[config.mk]
export PLATFORM = sky130hd
export DESIGN_NAME = multiturn_limit_counter
export DESIGN_NICKNAME = d
export VERILOG_FILES = /design/src/inc/multiturn_limit_counter_pkg.sv /design/src/logic/multiturn_step.sv /design/src/logic/multiturn_limit_counter.sv
export VERILOG_INCLUDE_DIRS = /design/src /design/src/inc
export SDC_FILE = /design/constraint.sdc
export NUM_CORES = 1
export LEC_CHECK = 0
export ABC_AREA = 1
export BUFFER_PORTS_ARGS = -buffer_cell sky130_fd_sc_hd__buf_4
export CAP_MARGIN = 20
export CORE_MARGIN = 2
export CORE_UTILIZATION = 40
export CTS_CLUSTER_DIAMETER = 120
export DETAILED_ROUTE_END_ITERATION = 8
export HOLD_SLACK_MARGIN = 0.05
export PLACE_DENSITY = 0.62
export SLEW_MARGIN = 15
export SYNTH_ARGS = -nofsm -noshare
export SYNTH_HDL_FRONTEND = slang
export SYNTH_HIERARCHICAL = 1
export SYNTH_SLANG_ARGS = --single-unit
[constraint.sdc]
create_clock -name mclk -period 4.1 [get_ports mclk]
set_input_delay 0.82 -clock mclk [delete_from_list [all_inputs] [get_ports mclk]]
set_output_delay 0.82 -clock mclk [all_outputs]
set_load 0.005 [all_outputs]
[src/inc/multiturn_limit_counter_consts.svh]
// Purpose: offsets, fields, reset values of the multiturn limit counter
// Assumes: byte addresses on a 32-bit Avalon-MM slave, one word per register
// Notes:   definitions only; included by bare name
//
// How it works
// - absolute mode keeps count within 0..limit
// - negative turn from 0 loads limit
// - positive turn at limit wraps to 0
// - usage and limit act only after restart
// - drive limit defaults 65535; other selects wrapping in absolute mode
// - power-up limit difference raises mismatch alarm code
// - alarm code pins are active low
// - encoder write accepted only during mismatch alarm
// - encoder write copies limit unchecked, clears alarm
// - limit 65535 gives signed count -32768..32767
// - usage select: 0 absolute, 1 incremental
`ifndef MULTITURN_LIMIT_COUNTER_CONSTS_SVH
`define MULTITURN_LIMIT_COUNTER_CONSTS_SVH

// ===========================================================================
// register byte offsets
`define OFS_SETTING      5'h00
`define OFS_CONTROL      5'h04
`define OFS_STATE        5'h08
`define OFS_COUNT        5'h0C
`define OFS_ACTIVE_LIMIT 5'h10
`define OFS_IRQ_STATUS   5'h14
`define OFS_IRQ_MASK     5'h18

// ===========================================================================
// field positions
`define SETTING_USAGE_BIT   16
`define CONTROL_RESTART_BIT 0
`define CONTROL_ENC_WR_BIT  1
`define STATE_ALARM_BIT     0
`define STATE_VALID_BIT     1
`define STATE_USAGE_BIT     2
`define STATE_INIT_BIT      3
`define EVT_MISMATCH_BIT    0
`define EVT_WRAP_BIT        1
`define EVT_WR_DONE_BIT     2
`define EVT_WR_REFUSED_BIT  3
`define EVT_COUNT           4

// ===========================================================================
// reset values and special codes
`define LIMIT_DEFAULT      16'hFFFF
`define USAGE_DEFAULT      1'h0
`define USAGE_ABSOLUTE     1'h0
`define MASK_DEFAULT       4'h0

`endif

[src/inc/multiturn_limit_counter_pkg.sv]
// Purpose: types shared by the multiturn limit counter files
// Assumes: nothing beyond the constants header
// Notes:   widths fixed at the documented 16-bit turn range
package multiturn_limit_counter_pkg;

    typedef logic [15:0] turns_type;

    typedef enum logic [0:0] {
        phase_init,
        phase_run
    } phase_type;

endpackage

[src/logic/multiturn_step.sv]
// Purpose: next multiturn count for one revolution event
// Assumes: at most one of step_pos and step_neg counts; both cancel
// Notes:   purely combinational
`timescale 1ns/1ps
`default_nettype none
`include "multiturn_limit_counter_consts.svh"

module multiturn_step
    import multiturn_limit_counter_pkg::*;
(
    input  wire turns_type count,
    input  wire turns_type limit,
    input  wire logic      zero_based,
    input  wire logic      step_pos,
    input  wire logic      step_neg,
    output turns_type      next_count,
    output logic           wrapped
);

    always_comb begin
        next_count = count;
        wrapped    = 1'b0;
        if (step_pos && !step_neg) begin
            if (zero_based && count == limit) begin
                next_count = 16'h0000;
                wrapped    = 1'b1;
            end else begin
                // signed mode rolls 32767 into -32768 by plain overflow
                next_count = count + 16'h0001;
                wrapped    = (count == 16'h7FFF);
            end
        end else if (step_neg && !step_pos) begin
            if (zero_based && count == 16'h0000) begin
                next_count = limit;
                wrapped    = 1'b1;
            end else begin
                next_count = count - 16'h0001;
                wrapped    = (count == 16'h8000);
            end
        end
    end

endmodule
`default_nettype wire

[src/logic/multiturn_limit_counter.sv]
// Purpose: multiturn revolution counter with wrap limit and mismatch alarm
// Assumes: revolution pulses and encoder values synchronous to mclk
// Notes:   a restart command stands in for a power cycle of the drive
`timescale 1ns/1ps
`default_nettype none
`include "multiturn_limit_counter_consts.svh"

module multiturn_limit_counter
    import multiturn_limit_counter_pkg::*;
(
    input  wire logic        mclk,
    input  wire logic        arst_n,
    input  wire logic        ce,
    input  wire logic [4:0]  avs_address,
    input  wire logic        avs_read,
    input  wire logic        avs_write,
    input  wire logic [31:0] avs_writedata,
    input  wire logic [3:0]  avs_byteenable,
    output logic      [31:0] avs_readdata,
    output logic             avs_waitrequest,
    input  wire logic        rev_pos,
    input  wire logic        rev_neg,
    input  wire turns_type   encoder_limit,
    input  wire turns_type   encoder_turns,
    output logic             encoder_write_strobe,
    output turns_type        encoder_write_data,
    output turns_type        multiturn_count,
    output logic             count_valid,
    output logic             limit_mismatch_alarm,
    output logic             alarm_code_bit1_n,
    output logic             alarm_code_bit2_n,
    output logic             alarm_code_bit3_n,
    output logic             irq
);

    // =======================================================================
    // declarations
    phase_type                 phase;
    logic                      bus_ack;
    logic                      bus_req;
    logic                      wr_take;
    logic                      rd_take;
    logic [31:0]               next_readdata;
    logic [31:0]               setting_word;
    turns_type                 setting_limit;
    logic                      setting_usage;
    turns_type                 active_limit;
    logic                      active_usage;
    logic                      restart_req;
    logic                      enc_wr_req;
    logic                      zero_based;
    turns_type                 next_count;
    logic                      wrapped;
    logic                      step_en;
    logic [`EVT_COUNT-1:0]     irq_status;
    logic [`EVT_COUNT-1:0]     irq_mask;
    logic [`EVT_COUNT-1:0]     events;
    logic                      mismatch_now;

    // byte-lane merge, used for the setting word only
    function automatic logic [31:0] lane_merge(
        input logic [31:0] old_word,
        input logic [31:0] new_word,
        input logic [3:0]  lanes
    );
        logic [31:0] merged;
        merged = old_word;
        for (int i = 0; i < 4; i++) begin
            if (lanes[i]) begin
                merged[i*8 +: 8] = new_word[i*8 +: 8];
            end
        end
        return merged;
    endfunction

    // =======================================================================
    // avalon slave handshake
    // every access with ce high waits exactly one cycle so read data can come from flops
    assign bus_req         = avs_read | avs_write;
    assign avs_waitrequest = bus_req & ~bus_ack;
    assign wr_take         = ce & avs_write & bus_ack;
    assign rd_take         = ce & avs_read & bus_ack;

    always_ff @(posedge mclk or negedge arst_n) begin
        if (!arst_n) begin
            bus_ack <= 1'b0;
        end else if (ce) begin
            bus_ack <= bus_req & ~bus_ack;
        end
    end

    // =======================================================================
    // read mux, captured in the wait cycle
    always_comb begin
        next_readdata = 32'h0000_0000;
        if (avs_address == `OFS_SETTING) begin
            next_readdata[15:0]                = setting_limit;
            next_readdata[`SETTING_USAGE_BIT]  = setting_usage;
        end else if (avs_address == `OFS_STATE) begin
            next_readdata[`STATE_ALARM_BIT]    = limit_mismatch_alarm;
            next_readdata[`STATE_VALID_BIT]    = count_valid;
            next_readdata[`STATE_USAGE_BIT]    = active_usage;
            next_readdata[`STATE_INIT_BIT]     = (phase == phase_init);
        end else if (avs_address == `OFS_COUNT) begin
            next_readdata[15:0]                = multiturn_count;
        end else if (avs_address == `OFS_ACTIVE_LIMIT) begin
            next_readdata[15:0]                = active_limit;
        end else if (avs_address == `OFS_IRQ_STATUS) begin
            next_readdata[`EVT_COUNT-1:0]      = irq_status;
        end else if (avs_address == `OFS_IRQ_MASK) begin
            next_readdata[`EVT_COUNT-1:0]      = irq_mask;
        end
    end

    always_ff @(posedge mclk or negedge arst_n) begin
        if (!arst_n) begin
            avs_readdata <= 32'h0000_0000;
        end else if (ce && avs_read && !bus_ack) begin
            avs_readdata <= next_readdata;
        end
    end

    // =======================================================================
    // pending settings: stored now, used only from the next restart
    assign setting_word = lane_merge({15'h0000, setting_usage, setting_limit},
                                     avs_writedata, avs_byteenable);

    always_ff @(posedge mclk or negedge arst_n) begin
        if (!arst_n) begin
            setting_limit <= `LIMIT_DEFAULT;
            setting_usage <= `USAGE_DEFAULT;
        end else if (wr_take && avs_address == `OFS_SETTING) begin
            // any 16-bit value is legal, so no range check is needed
            setting_limit <= setting_word[15:0];
            setting_usage <= setting_word[`SETTING_USAGE_BIT];
        end
    end

    // =======================================================================
    // command strobes from the control word
    always_ff @(posedge mclk or negedge arst_n) begin
        if (!arst_n) begin
            restart_req <= 1'b0;
            enc_wr_req  <= 1'b0;
        end else if (ce) begin
            restart_req <= wr_take && avs_address == `OFS_CONTROL
                           && avs_byteenable[0]
                           && avs_writedata[`CONTROL_RESTART_BIT];
            enc_wr_req  <= wr_take && avs_address == `OFS_CONTROL
                           && avs_byteenable[0]
                           && avs_writedata[`CONTROL_ENC_WR_BIT];
        end
    end

    // =======================================================================
    // init and run phases
    // init lasts one cycle after reset release or a restart command
    always_ff @(posedge mclk or negedge arst_n) begin
        if (!arst_n) begin
            phase <= phase_init;
        end else if (ce) begin
            case (phase)
                phase_init: begin
                    phase <= phase_run;
                end
                phase_run: begin
                    if (restart_req) begin
                        phase <= phase_init;
                    end
                end
                default: begin
                    phase <= phase_init;
                end
            endcase
        end
    end

    // active settings latch from the pending ones only during init
    always_ff @(posedge mclk or negedge arst_n) begin
        if (!arst_n) begin
            active_limit <= `LIMIT_DEFAULT;
            active_usage <= `USAGE_DEFAULT;
        end else if (ce && phase == phase_init) begin
            active_limit <= setting_limit;
            active_usage <= setting_usage;
        end
    end

    // =======================================================================
    // mismatch alarm
    // the comparison sees the pending value, which becomes active this cycle
    assign mismatch_now = (setting_limit != encoder_limit);

    always_ff @(posedge mclk or negedge arst_n) begin
        if (!arst_n) begin
            limit_mismatch_alarm <= 1'b0;
        end else if (ce) begin
            if (phase == phase_init) begin
                limit_mismatch_alarm <= mismatch_now;
            end else if (enc_wr_req && limit_mismatch_alarm) begin
                limit_mismatch_alarm <= 1'b0;
            end
        end
    end

    // code pattern ON OFF ON, with ON at low level
    always_ff @(posedge mclk or negedge arst_n) begin
        if (!arst_n) begin
            alarm_code_bit1_n <= 1'b1;
            alarm_code_bit2_n <= 1'b1;
            alarm_code_bit3_n <= 1'b1;
        end else if (ce) begin
            alarm_code_bit1_n <= ~limit_mismatch_alarm;
            alarm_code_bit2_n <= 1'b1;
            alarm_code_bit3_n <= ~limit_mismatch_alarm;
        end
    end

    // =======================================================================
    // encoder limit write
    // the value is sent as it stands; a wrong setting is written unchecked
    always_ff @(posedge mclk or negedge arst_n) begin
        if (!arst_n) begin
            encoder_write_strobe <= 1'b0;
            encoder_write_data   <= `LIMIT_DEFAULT;
        end else if (ce) begin
            encoder_write_strobe <= enc_wr_req && limit_mismatch_alarm
                                    && phase == phase_run;
            if (enc_wr_req && limit_mismatch_alarm) begin
                encoder_write_data <= active_limit;
            end
        end
    end

    // =======================================================================
    // multiturn count
    // zero-based wrapping only in absolute mode with a non-default limit
    assign zero_based = (active_usage == `USAGE_ABSOLUTE)
                        && (active_limit != `LIMIT_DEFAULT);
    assign step_en    = ce && phase == phase_run;

    multiturn_step u_step (
        .count      (multiturn_count),
        .limit      (active_limit),
        .zero_based (zero_based),
        .step_pos   (rev_pos),
        .step_neg   (rev_neg),
        .next_count (next_count),
        .wrapped    (wrapped)
    );

    always_ff @(posedge mclk or negedge arst_n) begin
        if (!arst_n) begin
            multiturn_count <= 16'h0000;
        end else if (ce && phase == phase_init) begin
            // incremental use starts from zero at every restart
            if (setting_usage == `USAGE_ABSOLUTE) begin
                multiturn_count <= encoder_turns;
            end else begin
                multiturn_count <= 16'h0000;
            end
        end else if (step_en) begin
            multiturn_count <= next_count;
        end
    end

    // the count is reported only once the init comparison is done
    always_ff @(posedge mclk or negedge arst_n) begin
        if (!arst_n) begin
            count_valid <= 1'b0;
        end else if (ce) begin
            count_valid <= (phase == phase_run) && !restart_req;
        end
    end

    // =======================================================================
    // interrupt events
    always_comb begin
        events                      = '0;
        events[`EVT_MISMATCH_BIT]   = ce && phase == phase_init
                                      && mismatch_now;
        events[`EVT_WRAP_BIT]       = step_en && wrapped
                                      && (rev_pos ^ rev_neg);
        events[`EVT_WR_DONE_BIT]    = ce && enc_wr_req
                                      && limit_mismatch_alarm;
        events[`EVT_WR_REFUSED_BIT] = ce && enc_wr_req
                                      && !limit_mismatch_alarm;
    end

    // a read clears only the bits it returned; new events always win
    always_ff @(posedge mclk or negedge arst_n) begin
        if (!arst_n) begin
            irq_status <= '0;
        end else if (ce) begin
            if (rd_take && avs_address == `OFS_IRQ_STATUS) begin
                irq_status <= (irq_status & ~avs_readdata[`EVT_COUNT-1:0])
                              | events;
            end else begin
                irq_status <= irq_status | events;
            end
        end
    end

    always_ff @(posedge mclk or negedge arst_n) begin
        if (!arst_n) begin
            irq_mask <= `MASK_DEFAULT;
        end else if (wr_take && avs_address == `OFS_IRQ_MASK
                     && avs_byteenable[0]) begin
            irq_mask <= avs_writedata[`EVT_COUNT-1:0];
        end
    end

    always_ff @(posedge mclk or negedge arst_n) begin
        if (!arst_n) begin
            irq <= 1'b0;
        end else if (ce) begin
            irq <= |(irq_status & irq_mask);
        end
    end

endmodule
`default_nettype wire

==> metrics.txt, run 1 <==
status complete, no violations; met2 Track Usage GR approximately a third; DR vias ~6.2k; H-tree depth 3; met3 Resource Use GR 1.927%; Post-DP HPWL 14900 um; Final Hold Viols 0; Worst Path Required 4.36 ns; ant diodes 0; Post-CTS Setup Inserts 0; Final #Nets 1059; unrepaired setup endpoints after global routing false; Clock Skews 0.009952 ns; Avg Synthesized Cell Area 7.660 sq um; sequential share of the synthesized area about 38%; most common library cells after synthesis 204 x nand2_1, 88 x inv_1, 74 x nor2_1; post-route setup TNS 0 ns; Root Buffer Master clkbuf_16; largest area contributor in the netlist dfstp_2; die area between 15000 and 20000 sq um; post-synthesis async set-or-reset flop share 100.0%; Worst Hold Class in2async; Avg WL per Cell 16.25 um; post-route minimum period 2.803 ns; core footprint ~17000 sq um; via/cell ratio 5.161; Post-CTS Resized 0; worst r2r path cells 12; Clock Sinks 100; Top FF cell, synth dfrtp_1; reg2reg setup slack 1.30 ns; Slew headroom between 30 and 40%; height of the die 134.1 um; I/O Pins 152; Worst-path clk slew about 0.070 ns; Synth top area share a little under a fifth; final core utilization 48.07%; port bufs 119; first-pass GRT wire length 30610 um; GR Overflow Total 0; post-synth cell types 47; pwr/cell area around 460 nW/um^2; fin. max-slew vios 0; crit path max-delay cell type dfstp_2; initial antenna violation count 0; DRC viols 0; CTS tree done; FMAX 356.8 MHz; CP peak stage delay 0.56 ns; register bit total from synthesis 100; Num CTS Buffers 9; Final period util 68.35%; top area cells in the synthesized netlist dfstp_2 19%, dfrtp_1 19%, nand2_1 11%, inv_1 4.9%, nand3_1 4.1%; Die Wd 134.1 um; pin count of the biggest net entering global routing 85; Post-Syn Area just under 7000 sq um; most frequent cell after synthesis nand2_1; Crit Path Class reg2reg; CP Launch Type register; worst-path fanout max 14; TritonRoute pass-1 iters 5; GR Util met1 33.74%; Syn Inst Count 884; worst skew pair latency 0.35 ns; area grow syn2layout 17.72%; Antenna Nets Post-Route 0; Worst setup EP type register; crit path DAT between 3 and 4 ns; GR peak layer met1; gpl congestion 0.9389; Syn. warnings 6; Worst VDD drop 0.1970 mV; Worst-Margin Slew approximately 1.0 ns; CTS Hold Buffers Added 0; final setup vio count 0; Max Cap Violations 0; All-Layer GR Usage a little over a fifth; Initial Util between 40% and 50%; WL final 19510 um; vias in the first global route 5568; Worst path top cell family by delay simple AND/OR/NAND/NOR gates; Crit path depth 12; Post-synth EDFFs 0; starting DRC count in detailed routing 545; Worst Path Buf+Inv 1; share of cells above drive strength 1 26.91%; Lkg Pwr 3.660 nW; critical-path cell list inv_1 -> nor4_1 -> a31oi_1 -> o21ai_0 -> nor2_1 -> nand3_1 -> nor2_1 -> nand2_1 -> nand2_1 -> o21ai_1 -> nand3_1 -> o211ai_1; number of core rows 47; Clock Path Buffers 2
-- area by class of cell --
class / count / area, sq um
Timing Repair Buffer: 124 / 950.9
Sequential cell: 100 / 2564
Multi-Input combinational cell: 638 / 3470
Clock inverter: 2 / 38.79
Fill cell: 1685 / 8612
Clock buffer: 14 / 284.0
Inverter: 103 / 389.1
Tap cell: 220 / 275.3
-- cell usage in the layout, fill, tap and decap left out, types with 12 or more instances in the layout --
master	netlist	final
a21oi_1	16	16
a21oi_2	12	12
buf_4	20	123
conb_1	2	16
dfrtp_1	51	51
dfstp_2	49	49
inv_1	88	88
inv_2	14	14
nand2_1	204	204
nand3_1	56	56
nand4_1	34	34
nor2_1	74	74
nor2_4	14	14
o211ai_1	13	13
o21ai_0	43	43
o21ai_1	44	44
xnor2_1	12	12
xor2_1	21	21
-- worst paths after layout --
path / start / to
max in group asynchronous: arst_n / encoder_write_data[14]
worst min-delay path: arst_n / irq_mask[3]
worst min register to register: encoder_write_data[8] / encoder_write_data[8]
worst max register to register: active_limit[12] / multiturn_count[14]
worst max-delay path: active_limit[12] / multiturn_count[14]
min in group mclk: encoder_write_data[8] / encoder_write_data[8]
-- state kept, by name (all words and copies together), names as in the netlist --
register / flops
setting_limit: 16
encoder_write_strobe: 1
restart_req: 1
enc_wr_req: 1
multiturn_count: 16
irq: 1
bus_ack: 1
irq_status: 4
encoder_write_data: 16
count_valid: 1
active_usage: 1
active_limit: 16
irq_mask: 4
phase: 1
avs_readdata: 17
alarm_code_bit3_n: 1
setting_usage: 1
limit_mismatch_alarm: 1
-- metrics by stage --
step	instances	total power [mW]	instance area (sq um)	hold slack, ns	setup slack [ns]
final	1201	3.702	7971	0.3735	1.297
after global routing	1201	3.931	7971	0.3958	1.132
after CTS	1200	3.710	7944	0.4950	1.392
after detailed placement	1184	2.792	7621	0.4847	1.347
after global placement	1184	2.786	7621	0.4822	1.393
after floorplan	898	2.317	6824	0.4534	2.063
-- metal layers --
metal	part of all wire [%]	wire length, um
met1	49	9550
met2	45	8731
met3	5.0	969
met4	1.3	260
met5	0	0
-- power by group --
part / switching, mW / total [mW] / internal (mW)
logic: 0.742 / 1.28 / 0.534
registers: 0.315 / 1.52 / 1.20
clock network: 0.367 / 0.910 / 0.543
total: 1.42 / 3.70 / 2.28
-- cells by family after synthesis --
logic type | share of synthesized area, %
AOI/OAI and AO/OA | 15.39
xor gates and xnor gates | 4.268
adders and majority gates | 0.5544
buffers and inverters | 11.68
DFF | 37.86
muxes | 0.3879
other | 0.1109
and+or+nand+nor | 29.75
(Power assumes the default switching activity.)
==> run 2, diff against run 1 <==
==> constraint.sdc (replaced) <==
create_clock -name mclk -period 2.8 [get_ports mclk]
set_input_delay 0.56 -clock mclk [delete_from_list [all_inputs] [get_ports mclk]]
set_output_delay 0.56 -clock mclk [all_outputs]
set_load 0.005 [all_outputs]
==> run 2 against run 1 <==
Net effect: total power grew 47%; global-route usage grew 1.3 points; cell count grew 0.67%; clock skew shrank 0.0043 ns; utilization grew 0.29 points; maximum frequency grew 8.6%; register-to-register slack lost 1.1 ns; sequential share of layout area shrank 0.19 points; hold slack lost 0.16 ns; clock power grew 47%; critical path type unchanged; largest power group unchanged; highest routed layer unchanged.
==> metrics.txt, run 2 (synthesis results as in run 1) <==
FMAX 387.6 MHz (+8.6%); Clock Path Buffers 2 (unchanged); Switching Fraction 39.56% (+1.1 points); DR vias 6251 (+0.86%); worst skew pair latency 0.35 ns (about the same); gpl congestion 0.8967 (-4.5%); Avg WL per Cell 16.92 um (+4.1%); initial antenna violation count 0 (unchanged); CTS tree done; Clock Skews 0.005620 ns (-0.004332 ns); unrepaired setup endpoints after global routing false; ant diodes 0 (unchanged); Slew headroom 50.17% (+19 points); crit path DAT 2.80 ns (-0.27 ns); fin. max-slew vios 0 (unchanged); WL final 20450 um (+4.8%); DRC viols 0 (unchanged); switching pwr 2.160 mW (+52%); Worst Hold Class in2async; Final #Nets 1067 (+0.76%); post-route design area 8019 sq um (+0.60%); I/O Pins 152 (unchanged); CP Launch Type register; Worst Path Required 3.02 ns (-1.34 ns); Worst setup EP type register; Worst-path clk slew 0.07 ns (about the same); vias in the first global route 5888 (+5.7%); Clock Sinks 100 (unchanged); die area 17990 sq um (unchanged); most frequent cells in the layout 204 x nand2_1, 131 x buf_4, 88 x inv_1, 74 x nor2_1, 56 x nand3_1; Worst-Margin Slew 0.7474 ns (-0.2862 ns); share of cells above drive strength 1 27.60% (+0.69 points); Crit Path Class reg2reg; final hold slack 0.2092 ns (-0.1643 ns); Initial Util 40.83% (unchanged); TritonRoute pass-1 iters 5 (unchanged); area grow syn2layout 18.42%; pre-CTS setup slack 0.3209 ns (-1.026 ns); post-route minimum period 2.580 ns (-0.2223 ns); status complete, no violations; Critical R2R Launch active_limit[13]; final setup vio count 0 (unchanged); P_int 3.299 mW (+45%); worst r2r path cells 13 (+1); final core utilization 48.36% (+0.29 points); All-Layer GR Usage 23.06% (+1.3 points); Worst R2R End multiturn_count[3]; starting DRC count in detailed routing 650 (+19%); port bufs 119 (unchanged); combinational share of power 34.9% (+0.4 points); clock power share 24.5% (about the same); Post-CTS Resized 0 (unchanged); Num CTS Buffers 9 (unchanged); post-route setup TNS 0 ns (unchanged); Lkg Pwr 3.686 nW (+0.71%); via/cell ratio 5.170 (+0.19%); H-tree depth 3 (unchanged); most common cell after layout, fill and taps aside nand2_1; pin count of the biggest net entering global routing 59 (-31%); Final Hold Viols 0 (unchanged); Worst VDD drop 0.3074 mV (+56%); area post-placement 7701 sq um (+1.1%); Antenna Nets Post-Route 0 (unchanged); final worst slack 0.2198 ns (-1.078 ns); reg2reg setup slack 0.22 ns (-1.08 ns); number of core rows 47 (unchanged); core footprint 16580 sq um (unchanged); Die Wd 134.1 um (unchanged); register share of total power 40.6% (-0.4 points); worst-path fanout max 23 (+9); first-pass GRT wire length 32240 um (+5.3%); Post-DP HPWL 15470 um (+3.8%); max reg flops 17 (unchanged); CTS Hold Buffers Added 0 (unchanged); height of the die 134.1 um (unchanged); Root Buffer Master clkbuf_16; Top reg by flops avs_readdata; Max Cap Violations 0 (unchanged); Final period util 92.15% (+24 points); Post-CTS Setup Inserts 0 (unchanged); GR Overflow Total 0 (unchanged); pwr/cell area 680.8 nW/um^2 (+47%)
-- run 2: cell types whose count changed in the layout (fill, tap and decap cells not counted) --
cell        previous run  this run
clkinvlp_4             0         2
buf_12                 0         1
buf_4                123       131
buf_16                 1         0
inv_8                  0         1
clkbuf_8               4         2
clkbuf_1               1         0
-- run 2: worst max-delay path by stage --
stage | startpoint | end | slack, ns | cells after the start
2_1_floorplan | active_limit[12] | multiturn_count[3] | 0.81 | 14
3_3_place_gp | active_limit[13] | multiturn_count[3] | 0.32 | 13
3_5_place_dp | active_limit[12] | multiturn_count[3] | 0.32 | 13
4_1_cts | active_limit[13] | multiturn_count[3] | 0.28 | 13
5_1_grt | active_limit[13] | multiturn_count[3] | 0.08 | 13
6_report | active_limit[13] | multiturn_count[3] | 0.22 | 13
-- run 2: final cells by class --
cell class / instances / area [sq um]
Clock buffer: 11 / 252.7
Fill cell: 1662 / 8564
Clock inverter: 5 / 65.06
Sequential cell: 100 / 2564
Timing Repair Buffer: 132 / 1003
Inverter: 103 / 389.1
Tap cell: 220 / 275.3
Multi-Input combinational cell: 638 / 3470
-- run 2: worst max-delay path, cell delays in order, from the launching register on --
cell and delay (ns):
dfstp_2 0.56, inv_1 0.10, nor4_1 0.36, a31oi_1 0.23
nand2_1 0.18, nor2_4 0.07, nand3_4 0.27, inv_1 0.13
nand2_1 0.08, nand3_1 0.06, nand3_1 0.07, o21ai_1 0.08
a22oi_1 0.18, o21ai_1 0.08
-- run 2: metrics by stage --
| step | cells | total power [mW] |
|---|---|---|
| final | 1209 | 5.459 |
| after global routing | 1209 | 5.823 |
| after CTS | 1209 | 5.463 |
| after detailed placement | 1193 | 4.109 |
| after global placement | 1193 | 4.095 |
| after floorplan | 898 | 3.393 |
-- run 2: layer usage --
| layer | GRT usage (%) | share of wire, % | vias up |
|---|---|---|---|
| met5 | 0 | 0 | - |
| met4 | 6.608 | 1.6 | 0 |
| met3 | 3.175 | 5.6 | 21 |
| met2 | 35.44 | 45 | 217 |
| met1 | 33.95 | 48 | 2941 |
| li1 | - | - | 3072 |
-- run 2: power by group through the flow --
stage               logic, mW  registers, mW  clock network (mW)
finish                   1.91           2.21                1.34
global route             2.13           2.26                1.43
CTS                      1.89           2.21                1.37
detailed placement       1.88           2.23                   0
global placement         1.87           2.23                   0
floorplan                1.38           2.01                   0
